**src/include/clk_rst_pkg.sv**
```systemverilog
// Constants for the clock, reset and power gating block
// Assumes a single system clock of 20 MHz and an active low async power-on reset
package clk_rst_pkg;

   // ****************************************
   // Timing
   // ****************************************
   localparam int CLK_PERIOD_NS = 50;
   localparam int RST_HOLD_NS   = 1000;
   localparam int RST_HOLD_CYC  = (RST_HOLD_NS + CLK_PERIOD_NS - 1) / CLK_PERIOD_NS;

   // ****************************************
   // Widths
   // ****************************************
   localparam int ADDR_W     = 4;
   localparam int DATA_W     = 32;
   localparam int STRAP_W    = 8;
   localparam int NUM_MOD    = 15;
   localparam int NUM_SINGLE = 6;

   // ****************************************
   // Module reset outputs
   // ****************************************
   localparam int M_SW_FABRIC = 0;
   localparam int M_SW_LOGIC  = 1;
   localparam int M_SW_REGS   = 2;
   localparam int M_MAC0      = 3;
   localparam int M_MAC1      = 4;
   localparam int M_MAC2      = 5;
   localparam int M_PHY_A     = 6;
   localparam int M_PHY_B     = 7;
   localparam int M_VPHY0     = 8;
   localparam int M_VPHY1     = 9;
   localparam int M_TS_CLK    = 10;
   localparam int M_TS0       = 11;
   localparam int M_TS1       = 12;
   localparam int M_TS2       = 13;
   localparam int M_MGMT      = 14;

   localparam logic [NUM_MOD-1:0] CHIP_MASK    = 15'h7fff;
   localparam logic [NUM_MOD-1:0] DIGITAL_MASK = 15'h7c3f;
   localparam logic [NUM_MOD-1:0] PHY_A_MASK   = 15'h0040;
   localparam logic [NUM_MOD-1:0] PHY_B_MASK   = 15'h0080;
   localparam logic [NUM_MOD-1:0] VPHY0_MASK   = 15'h0100;
   localparam logic [NUM_MOD-1:0] VPHY1_MASK   = 15'h0200;
   localparam logic [NUM_MOD-1:0] SWITCH_MASK  = 15'h003f;
   localparam logic [NUM_MOD-1:0] TS_MASK      = 15'h3c00;
   localparam logic [NUM_SINGLE-1:0][NUM_MOD-1:0] SINGLE_MASK =
      {TS_MASK, SWITCH_MASK, VPHY1_MASK, VPHY0_MASK, PHY_B_MASK, PHY_A_MASK};

   // ****************************************
   // Register map
   // ****************************************
   localparam logic [ADDR_W-1:0] CTRL_OFS   = 4'h0;
   localparam logic [ADDR_W-1:0] RESET_OFS  = 4'h4;
   localparam logic [ADDR_W-1:0] STATUS_OFS = 4'h8;
   localparam logic [ADDR_W-1:0] STRAP_OFS  = 4'hc;

   localparam int CTRL_OSC_DIS     = 0;
   localparam int CTRL_PLL_DIS     = 1;
   localparam int CTRL_TEST        = 2;
   localparam int RESET_DIG        = 0;
   localparam int RESET_SINGLE_LSB = 1;
   localparam int ST_PWR_LSB       = 0;
   localparam int ST_PLL_ON        = 3;
   localparam int ST_OSC_ON        = 4;
   localparam int ST_STRAP_VALID   = 5;

   // ****************************************
   // Power state
   // ****************************************
   typedef enum logic [2:0] {
      PWR_RUN     = 3'h1,
      PWR_PLL_OFF = 3'h2,
      PWR_OSC_OFF = 3'h4
   } pwr_e;

endpackage : clk_rst_pkg

```
**src/include/reset_req_if.sv**
```systemverilog
// Request and synchronised reset for one module reset line
// Assumes both ends run on the same system clock
`timescale 1ns/1ps
interface reset_req_if;
   logic req;
   logic rst_out_b;
   modport src (output req, input rst_out_b);
   modport dst (input req, output rst_out_b);
endinterface : reset_req_if

```
**src/design/rst_release_sync.sv**
```systemverilog
// One module reset line: holds reset for a minimum time, releases on a clean edge
// Assumes req is a one-cycle or level request from logic on clk
`timescale 1ns/1ps
module rst_release_sync
   import clk_rst_pkg::*;
#(
   parameter int HOLD = RST_HOLD_CYC
) (
   input wire logic   clk,
   input wire logic   rst_b,
   reset_req_if.dst   port
);

   localparam int CW = $clog2(HOLD + 1);
   localparam logic [CW-1:0] HOLD_V = CW'(HOLD);

   typedef struct packed {
      logic [CW-1:0] cnt;
      logic [1:0]    stage;
   } state_s;

   state_s st;
   state_s next_st;

   // ****************************************
   // Hold and release
   // ****************************************
   always_comb begin
      next_st = st;
      if (port.req) begin
         next_st.cnt   = HOLD_V;
         next_st.stage = 2'h0;
      end else if (st.cnt != '0) begin
         next_st.cnt   = st.cnt - CW'(1);
         next_st.stage = 2'h0;
      end else begin
         next_st.stage = {st.stage[0], 1'b1};
      end
   end

   always_ff @(posedge clk or negedge rst_b) begin
      if (!rst_b) begin
         st <= '{cnt: HOLD_V, stage: 2'h0};
      end else begin
         st <= next_st;
      end
   end

   assign port.rst_out_b = st.stage[1];
endmodule : rst_release_sync

```
**src/design/clock_reset_distribution.sv**
```systemverilog
// Clock gating, reset grouping, strap capture and clock test routing
// Assumes clk is the derived system clock; PHY power-down flags and irq_req come from clk logic
`timescale 1ns/1ps

// Contract
// Board supplies a fixed 25 MHz reference by crystal or single-ended clock.
// A single-ended reference keeps running throughout normal operation.
// Tolerate a halted reference in power saving and resume when it returns.
// Chip power management can switch the crystal oscillator off.
// Clock-output test mode routes oscillator output onto the interrupt pin.
// The PLL makes the main system clock from which all clocks derive.
// PLL stops only when requested and both PHY ports are powered down.
// Resets grouped as chip-level, digital multi-module and single-module.
// Straps latched when the last chip-level reset releases, used as defaults.
// Chip resets hit every module; digital reset spares PHYs and virtual PHYs.
// A single-module reset touches only its module, not straps or clock. The switch and timestamp single resets hit 6 and 4 modules.
// Each module leaves reset synchronised to the system clock.
module clock_reset_distribution
   import clk_rst_pkg::*;
(
   input  wire logic                clk,
   input  wire logic                rst_b,
   input  wire logic                reset_pin_b,
   input  wire logic                oscillator_input_pin,
   output logic                     oscillator_output_pin,
   input  wire logic                phy_a_power_down,
   input  wire logic                phy_b_power_down,
   input  wire logic                wake_req,
   input  wire logic                irq_req,
   output logic                     irq_pin,
   input  wire logic [STRAP_W-1:0]  strap_pins,
   input  wire logic [ADDR_W-1:0]   addr,
   input  wire logic [DATA_W-1:0]   wdata,
   input  wire logic                wr,
   input  wire logic                rd,
   output logic [DATA_W-1:0]        rdata,
   output logic                     osc_enable,
   output logic                     pll_enable,
   output logic [NUM_MOD-1:0]       module_rst_b,
   output logic [STRAP_W-1:0]       strap_value,
   output logic                     strap_valid
);

   typedef struct packed {
      logic [1:0]            pin_sync;
      logic [1:0]            osc_sync;
      logic                  osc_prev;
      logic [STRAP_W-1:0]    strap_meta;
      logic [STRAP_W-1:0]    strap_sync;
      logic                  chip_prev;
      logic                  strap_ok;
      logic [STRAP_W-1:0]    strap;
      pwr_e                  pwr;
      logic                  osc_dis;
      logic                  pll_dis;
      logic                  test;
      logic                  dig;
      logic [NUM_SINGLE-1:0] single;
      logic [DATA_W-1:0]     rdata;
      logic                  irq;
      logic                  osc_out;
   } state_s;

   localparam state_s RESET_ST = '{
      pin_sync: 2'h0, osc_sync: 2'h0, osc_prev: 1'b0, strap_meta: '0, strap_sync: '0,
      chip_prev: 1'b1, strap_ok: 1'b0, strap: '0, pwr: PWR_RUN, osc_dis: 1'b0,
      pll_dis: 1'b0, test: 1'b0, dig: 1'b0, single: '0, rdata: '0, irq: 1'b0,
      osc_out: 1'b0};

   state_s             st;
   state_s             next_st;
   logic               chip_rst;
   logic               both_pd;
   logic               osc_edge;
   logic [NUM_MOD-1:0] mod_req;

   assign chip_rst = !st.pin_sync[1];
   assign both_pd  = phy_a_power_down && phy_b_power_down;
   assign osc_edge = st.osc_sync[1] != st.osc_prev;

   // ****************************************
   // Reset request grouping
   // ****************************************
   always_comb begin
      mod_req = '0;
      if (chip_rst) begin
         mod_req = CHIP_MASK;
      end
      if (st.dig) begin
         mod_req = mod_req | DIGITAL_MASK;
      end
      for (int i = 0; i < NUM_SINGLE; i++) begin
         if (st.single[i]) begin
            mod_req = mod_req | SINGLE_MASK[i];
         end
      end
   end

   // ****************************************
   // Next state
   // ****************************************
   always_comb begin
      next_st            = st;
      next_st.pin_sync   = {st.pin_sync[0], reset_pin_b};
      next_st.osc_sync   = {st.osc_sync[0], oscillator_input_pin};
      next_st.osc_prev   = st.osc_sync[1];
      next_st.strap_meta = strap_pins;
      next_st.strap_sync = st.strap_meta;
      next_st.chip_prev  = chip_rst;
      next_st.dig        = 1'b0;
      next_st.single     = '0;
      next_st.rdata      = '0;

      if (chip_rst) begin
         next_st.strap_ok = 1'b0;
      end else if (st.chip_prev) begin
         next_st.strap     = st.strap_sync;
         next_st.strap_ok  = 1'b1;
      end

      if (wr) begin
         unique case (addr)
            CTRL_OFS: begin
               next_st.osc_dis = wdata[CTRL_OSC_DIS];
               next_st.pll_dis = wdata[CTRL_PLL_DIS];
               next_st.test    = wdata[CTRL_TEST];
            end
            RESET_OFS: begin
               next_st.dig    = wdata[RESET_DIG];
               next_st.single = wdata[RESET_SINGLE_LSB +: NUM_SINGLE];
            end
            default: begin
            end
         endcase
      end
      if (wake_req) begin
         next_st.osc_dis = 1'b0;
      end

      if (rd) begin
         unique case (addr)
            CTRL_OFS: begin
               next_st.rdata[CTRL_OSC_DIS] = st.osc_dis;
               next_st.rdata[CTRL_PLL_DIS] = st.pll_dis;
               next_st.rdata[CTRL_TEST]    = st.test;
            end
            STATUS_OFS: begin
               next_st.rdata[ST_PWR_LSB +: $bits(pwr_e)] = st.pwr;
               next_st.rdata[ST_PLL_ON]        = pll_enable;
               next_st.rdata[ST_OSC_ON]        = osc_enable;
               next_st.rdata[ST_STRAP_VALID]   = st.strap_ok;
            end
            STRAP_OFS: begin
               next_st.rdata[STRAP_W-1:0] = st.strap;
            end
            default: begin
            end
         endcase
      end

      unique case (st.pwr)
         PWR_RUN: begin
            if (both_pd && st.osc_dis) begin
               next_st.pwr = PWR_OSC_OFF;
            end else if (both_pd && st.pll_dis) begin
               next_st.pwr = PWR_PLL_OFF;
            end
         end
         PWR_PLL_OFF: begin
            if (both_pd && st.osc_dis) begin
               next_st.pwr = PWR_OSC_OFF;
            end else if (!(both_pd && st.pll_dis)) begin
               next_st.pwr = PWR_RUN;
            end
         end
         PWR_OSC_OFF: begin
            if (!both_pd || (!st.osc_dis && osc_edge)) begin
               next_st.pwr = PWR_RUN;
            end
         end
         default: begin
            next_st.pwr = PWR_RUN;
         end
      endcase

      next_st.irq     = st.test ? st.osc_sync[1] : irq_req;
      next_st.osc_out = (st.pwr != PWR_OSC_OFF) && !st.osc_sync[1];
   end

   always_ff @(posedge clk or negedge rst_b) begin
      if (!rst_b) begin
         st <= RESET_ST;
      end else begin
         st <= next_st;
      end
   end

   // ****************************************
   // Outputs
   // ****************************************
   assign pll_enable            = st.pwr == PWR_RUN;
   assign osc_enable            = st.pwr != PWR_OSC_OFF;
   assign oscillator_output_pin = st.osc_out;
   assign irq_pin               = st.irq;
   assign rdata                 = st.rdata;
   assign strap_value           = st.strap;
   assign strap_valid           = st.strap_ok;

   // ****************************************
   // Per-module release synchronisers
   // ****************************************
   for (genvar m = 0; m < NUM_MOD; m++) begin : g_mod
      reset_req_if rif ();
      assign rif.req      = mod_req[m];
      assign module_rst_b[m] = rif.rst_out_b;
      rst_release_sync #(
         .HOLD (RST_HOLD_CYC)
      ) u_sync (
         .clk   (clk),
         .rst_b (rst_b),
         .port  (rif.dst)
      );
   end
endmodule : clock_reset_distribution

```
**config.mk**
```make
export PLATFORM = sky130hd
export DESIGN_NAME = clock_reset_distribution
export DESIGN_NICKNAME = d
export VERILOG_FILES = /design/src/include/clk_rst_pkg.sv /design/src/include/reset_req_if.sv /design/src/design/rst_release_sync.sv /design/src/design/clock_reset_distribution.sv
export SDC_FILE = /design/constraint.sdc
export NUM_CORES = 1
export LEC_CHECK = 0
export ABC_AREA = 1
export ABC_CLOCK_PERIOD_IN_PS = 4400
export BUFFER_PORTS_ARGS = -buffer_cell sky130_fd_sc_hd__buf_2
export CAP_MARGIN = 25
export CORE_ASPECT_RATIO = 1.4
export CORE_UTILIZATION = 25
export CTS_BUF_LIST = sky130_fd_sc_hd__clkbuf_2
export DETAILED_ROUTE_END_ITERATION = 6
export HOLD_SLACK_MARGIN = 0.05
export PLACE_DENSITY_LB_ADDON = 0.3
export SKIP_LAST_GASP = 1
export SYNTH_ARGS = -nofsm -noshare
export SYNTH_HDL_FRONTEND = slang
export SYNTH_SLANG_ARGS = --single-unit
```
**constraint.sdc**
```tcl
create_clock -name clk -period 4.4 [get_ports clk]
set_clock_uncertainty 0.2 [all_clocks]
set_input_delay 1.1 -clock clk [delete_from_list [all_inputs] [get_ports clk]]
set_output_delay 1.1 -clock clk [all_outputs]
set_load 0.005 [all_outputs]
```
* Word level (Yosys, flattened, before mapping)
Cells that the tools add are included.
Cells by class: add/subtract/negate cells 15, equal/unequal tests 12, reductions and logical operators 47, muxes and demuxes 70
Operators by type and width (number):
- $mux W7 | 17
- $mux W5 | 15
- $reduce_bool A5 Y1 | 15
- $sub A5 B1 Y5 const B | 15
- $reduce_bool A2 Y1 | 17
- $mux W2 | 16
- $mux W15 | 2
- $mux W10 | 2
- $mux W3 | 6
- $mux W9 | 2
- $pmux W3 S3 | 2
- $mux W8 | 2
- $mux W14 | 1
- $eq A4 B4 Y1 const B | 2
- $mux W6 | 1
- $ne A3 B3 Y1 const B | 2
- $pmux W3 S2 | 1
- $reduce_and A2 Y1 | 3
- $logic_and A1 B1 Y1 | 5
- $eq A4 B3 Y1 const B | 1
- $logic_not A1 Y1 | 4
- $logic_not A4 Y1 | 1
- $ne A2 B2 Y1 const B | 2
- $eq A3 B1 Y1 const B | 1
- other kinds (7) | 9
Word-level totals: bits in registers 159, logic and storage cells 191

* Depth between registers and ports, before layout
depth after elaboration 9, mapped depth 7

* Modules after synthesis
A second synthesis with hierarchy kept.
Unflattened totals: cell total of the unflattened synthesis 764, area, all modules 7442.1 µm²
By module, submodules not included:
- rst_release_sync | cells each 35, times used 15, area each 336.6 µm²
- clock_reset_distribution | cells each 239, times used 1, area each 2393.5 µm²

* Least setup slack after synthesis
Ideal clock, no wire load.
path type input to register, start input port addr[1], end register st[43] (netlist bit), data required time 4129 ps, buffers on the path 0, slack 2312 ps, stages 4, arrival 1817 ps, cells stage by stage nor2_2 -> nand4_1 -> a21o_1 -> nor2_1
On the way: longest elaborated chain between the ends 3
Ends and longest elaborated chain:
- start: declaration | RTL line clock_reset_distribution.sv:32 | input wire logic [ADDR_W-1:0] addr,
- $logic_not A4 Y1 | RTL line clock_reset_distribution.sv:122 | unique case (addr)
- $reduce_bool A2 Y1 (no source line)
- $reduce_and A2 Y1 (no source line)
- end signal: assignment | RTL line clock_reset_distribution.sv:194 | st <= next_st;
- end: declaration | RTL line clock_reset_distribution.sv:70 | state_s st;
Every way passes these cells. A chain may end at the register's enable or synchronous reset.

* Worst setup path in the final report
start register st[44] (netlist bit), end output port pll_enable
On the way: longest elaborated chain between the ends 1
Ends and longest elaborated chain:
- $eq A3 B1 Y1 | RTL line clock_reset_distribution.sv:201 | assign pll_enable = st.pwr == PWR_RUN;
- end: declaration | RTL line clock_reset_distribution.sv:38 | output logic pll_enable,
Every way passes these cells.

==> flow_summary.rst <==
.. list-table::
   :header-rows: 1

   * - Metric
     - Value
   * - Run status
     - completed
   * - Initial standard-cell utilization of the core
     - between 20% and 30%
   * - IR Drop Worst-Case VDD
     - 128 uV
   * - Standard cell core area
     - 0.0276 mm^2
   * - Setup violations, final
     - 0
   * - Clk sinks
     - 159
   * - Main combinational cell family by area after synthesis
     - simple AND/OR/NAND/NOR gates
   * - Clock slew at reported path FFs
     - 0.25 ns
   * - Sequential element share of the synthesized area
     - slightly below 60%
   * - Gr ovfl total
     - 0
   * - #FFs+latches synth
     - between 150 and 200
   * - Met1 Resource Use GR
     - approximately a tenth
   * - Floorplan die height
     - between 150 and 200 um
   * - Setup TNS
     - 0 ns
   * - RSZ-0062 raised after global routing
     - no
   * - Worst Setup End Kind
     - output pin
   * - Detailed router's first-iteration violation count
     - 160
   * - Area added between synthesis and finish
     - 9.96%
   * - Detailed placer's ending HPWL
     - between 8 and 9 mm
   * - Yosys warning total
     - 0
   * - Met3 capacity usage during global routing
     - between 2 and 3%
   * - Dominant cells by area after synthesis
     - sky130_fd_sc_hd__dfrtp_1 (46%), sky130_fd_sc_hd__dfstp_2 (12%), sky130_fd_sc_hd__nand2_1 (7.2%)
   * - Adder-cell share of the synthesized area
     - 2.69%
   * - Fin crit period
     - ~3.2 ns
   * - Share of the synthesized netlist area taken by xor and xnor gates
     - under 10%
   * - Number of global-route vias before repair
     - roughly 4500
   * - Relative slew slack
     - 51.6%
   * - Post-synth design cell area
     - about 0.007 mm^2
   * - Total routing resource utilization after global routing
     - 9.62%
   * - Max Root-Sink Buffers
     - 2
   * - Top FF cell, synth
     - sky130_fd_sc_hd__dfrtp_1
   * - Share of the synthesized area in compound gates (AO/OA/AOI/OAI)
     - 5.97%
   * - CP Max Fanout
     - 5
   * - Post-detailed-route DRC marker count
     - 0
   * - Net total in the final layout
     - about 840
   * - First-pass GRT wire length
     - 21.1 mm
   * - Number of instances resized during post-cts repair
     - 0
   * - Worst-Margin Slew
     - a little over 0.7 ns
   * - Proportion of synthesized area in mux cells
     - 0.969%
   * - Clock latency at the later pin of the worst-skew pair
     - around 0.76 ns
   * - Classification of the worst-slack hold path
     - primary input to asynchronous set/reset pin
   * - Post-route cell area
     - ~0.0077 mm^2
   * - Sort of element at the start of the critical path
     - flop
   * - Pwr dens
     - between 400 and 500 mW/mm^2
   * - Initial antenna violation count
     - 1
   * - MaxCap Viol Count
     - 0
   * - Peak Freq
     - between 0.3 and 0.4 GHz
   * - Final RePlAce weighted congestion
     - 0.777
   * - Max H-tree Level
     - 4
   * - Cell accounting for the most synthesized area
     - sky130_fd_sc_hd__dfrtp_1
   * - Fraction of registers with async set/reset
     - 100%
   * - EDFF count, synth
     - 0
   * - TritonCTS clock tree
     - done
   * - Per-instance average area after synthesis
     - about 9.6 um^2
   * - Total I/O pin count
     - between 100 and 150
   * - Area of combinational cells with multiple inputs
     - 0.00217 mm^2
   * - Most used standard cells in the synthesized netlist
     - sky130_fd_sc_hd__nand2_1 (133), sky130_fd_sc_hd__dfrtp_1 (127), sky130_fd_sc_hd__inv_1 (105)
   * - Vias per cell
     - roughly 4
   * - Critical Path AT
     - about 1.9 ns
   * - Total count of hold-check failures in the final report
     - 0
   * - Fin crit share
     - between 70% and 80%
   * - Routed wire length
     - ~13 mm
   * - Post-route antenna net violation count
     - 0
   * - WL per Instance
     - around 11 um
   * - Gr busiest metal
     - met2
   * - Minimum setup slack in the final design
     - 1.20 ns
   * - Path depth of the worst reg2reg path
     - 6
   * - Layout filler cell count
     - ~3000
   * - Core Rows
     - 72
   * - Master cell of the clock root buffer
     - sky130_fd_sc_hd__clkbuf_2
   * - Count of input and output buffers
     - 64
   * - Maximum number of pins on one net before global-route repair
     - 76
   * - Area of placed instances
     - between 0.007 and 0.008 mm^2
   * - Die width
     - 143 um
   * - Slew Viols, Final
     - 0
   * - Post-CTS setup buffer count
     - 0
   * - Count of TritonRoute iterations in the first routing pass
     - 4
   * - Utilization of the core after routing
     - between 20% and 30%
   * - Data required time of the critical path
     - 3.10 ns
   * - Share of synthesized cell area in and, or, nand and nor gates
     - a little under a fifth
   * - Fraction of layout cells with a size suffix above 1
     - between 10% and 20%
   * - Number of CTS-inserted buffers
     - 17
   * - Met2 demand-to-capacity share in global routing
     - 17.1%
   * - Via count
     - around 4500
   * - Number of distinct library cell variants in the gate-level netlist after synthesis
     - 28
   * - Most common cell in the netlist
     - sky130_fd_sc_hd__nand2_1
   * - Kind of critical path
     - flop to output pin
   * - Post-placement setup slack
     - 1.80 ns
   * - Hold-fix buffer count after cts
     - 0
   * - Cell count after synthesis
     - ~730
   * - Area share of the largest cell type after synthesis
     - a little under half
   * - Sequential cell area
     - 0.00402 mm^2
   * - Die area
     - 0.0286 mm^2
   * - Reported leakage power
     - between 3 and 4 nW
layer usage:
| metal | wire (um) | share of wire, % |
|---|---|---|
| met2 | 6480 | 51 |
| met3 | 447 | 3.5 |
| met5 | 0 | 0 |
| met1 | 5340 | 42 |
| met4 | 349 | 2.8 |
critical path: stages (launching register included):
cell	delay, ns
sky130_fd_sc_hd__dfstp_2	0.62
sky130_fd_sc_hd__nand2_1	0.06
sky130_fd_sc_hd__nor2_1	0.29
sky130_fd_sc_hd__buf_2	0.19
state kept, by name (all words and copies together), names as in the netlist:
| register | count |
|---|---|
| g_mod.u_sync.st | 90 |
| st | 24 |
| g_mod.u_sync.port.rst_out_b | 15 |
| next_st | 11 |
| rdata | 8 |
| strap_value | 8 |
| irq_pin | 1 |
| oscillator_output_pin | 1 |
| strap_valid | 1 |
power by group:
part / switching (mW) / internal, mW / leakage, nW
clock: 0.575 / 0.283 / 0.153
sequential: 0.106 / 1.65 / 1.99
combinational: 0.303 / 0.221 / 1.74
cell families after synthesis:
logic type                 after synthesis
DFF                                    159
other                                    1
xor gates and xnor gates                15
AOI/OAI and AO/OA                       81
muxes                                    6
and+or+nand+nor                        283
adders and majority gates               15
buffers and inverters                  168
per-stage QoR:
step / std cells / power [mW] / hold WS, ns
2_1_floorplan: 751 / 2.19 / 0.131
3_3_place_gp: 1126 / 2.31 / 0.132
3_5_place_dp: 1126 / 2.32 / 0.135
4_1_cts: 1158 / 3.22 / 0.0554
5_1_grt: 1159 / 3.37 / 0.0527
6_report: 1159 / 3.14 / 0.116
layout make-up:
cell class	count	area share, %
clock inverters	15	2.27
multi-input cells	424	28.3
inverters	107	5.27
clock buffers	17	1.11
flip-flops and latches	159	52.4
well taps	370	6.04
repair buffers	66	4.62
diodes	1	0.0326
worst paths after layout:
| check | from | slack [ns] | to |
|---|---|---|---|
| min | rst_b | 0.12 | g_mod[5].u_sync.st[2] |
| max in group asynchronous | rst_b | 2.92 | g_mod[13].u_sync.st[6] |
| min reg2reg | next_st[60] | 0.17 | st[60] |
| max | st[44] | 1.20 | pll_enable |
| max reg2reg | st[77] | 2.44 | g_mod[3].u_sync.port.rst_out_b |
| min in group clk | next_st[60] | 0.17 | st[60] |
layout by cell type (no fill, tap or decap), types with 3 or more instances in the layout:
master	Yosys	routed
sky130_fd_sc_hd__nand2_1	133	133
sky130_fd_sc_hd__dfrtp_1	127	127
sky130_fd_sc_hd__inv_1	105	105
sky130_fd_sc_hd__nor2_1	71	71
sky130_fd_sc_hd__buf_2	1	63
sky130_fd_sc_hd__a21oi_1	37	37
sky130_fd_sc_hd__o21ai_0	37	37
sky130_fd_sc_hd__dfstp_2	32	32
sky130_fd_sc_hd__nand3_1	26	26
sky130_fd_sc_hd__conb_1	1	24
sky130_fd_sc_hd__clkbuf_2	0	17
sky130_fd_sc_hd__nor3_1	16	16
sky130_fd_sc_hd__nand3b_1	15	15
sky130_fd_sc_hd__xnor2_1	15	15
sky130_fd_sc_hd__ha_1	15	15
sky130_fd_sc_hd__nand4_1	10	10
sky130_fd_sc_hd__nor2_2	6	6
sky130_fd_sc_hd__mux2_2	6	6
sky130_fd_sc_hd__nor2_4	4	4
sky130_fd_sc_hd__inv_6	0	4
sky130_fd_sc_hd__inv_8	0	4
sky130_fd_sc_hd__o21ai_1	3	3
No activity file was read; power rests on OpenSTA's default activity.
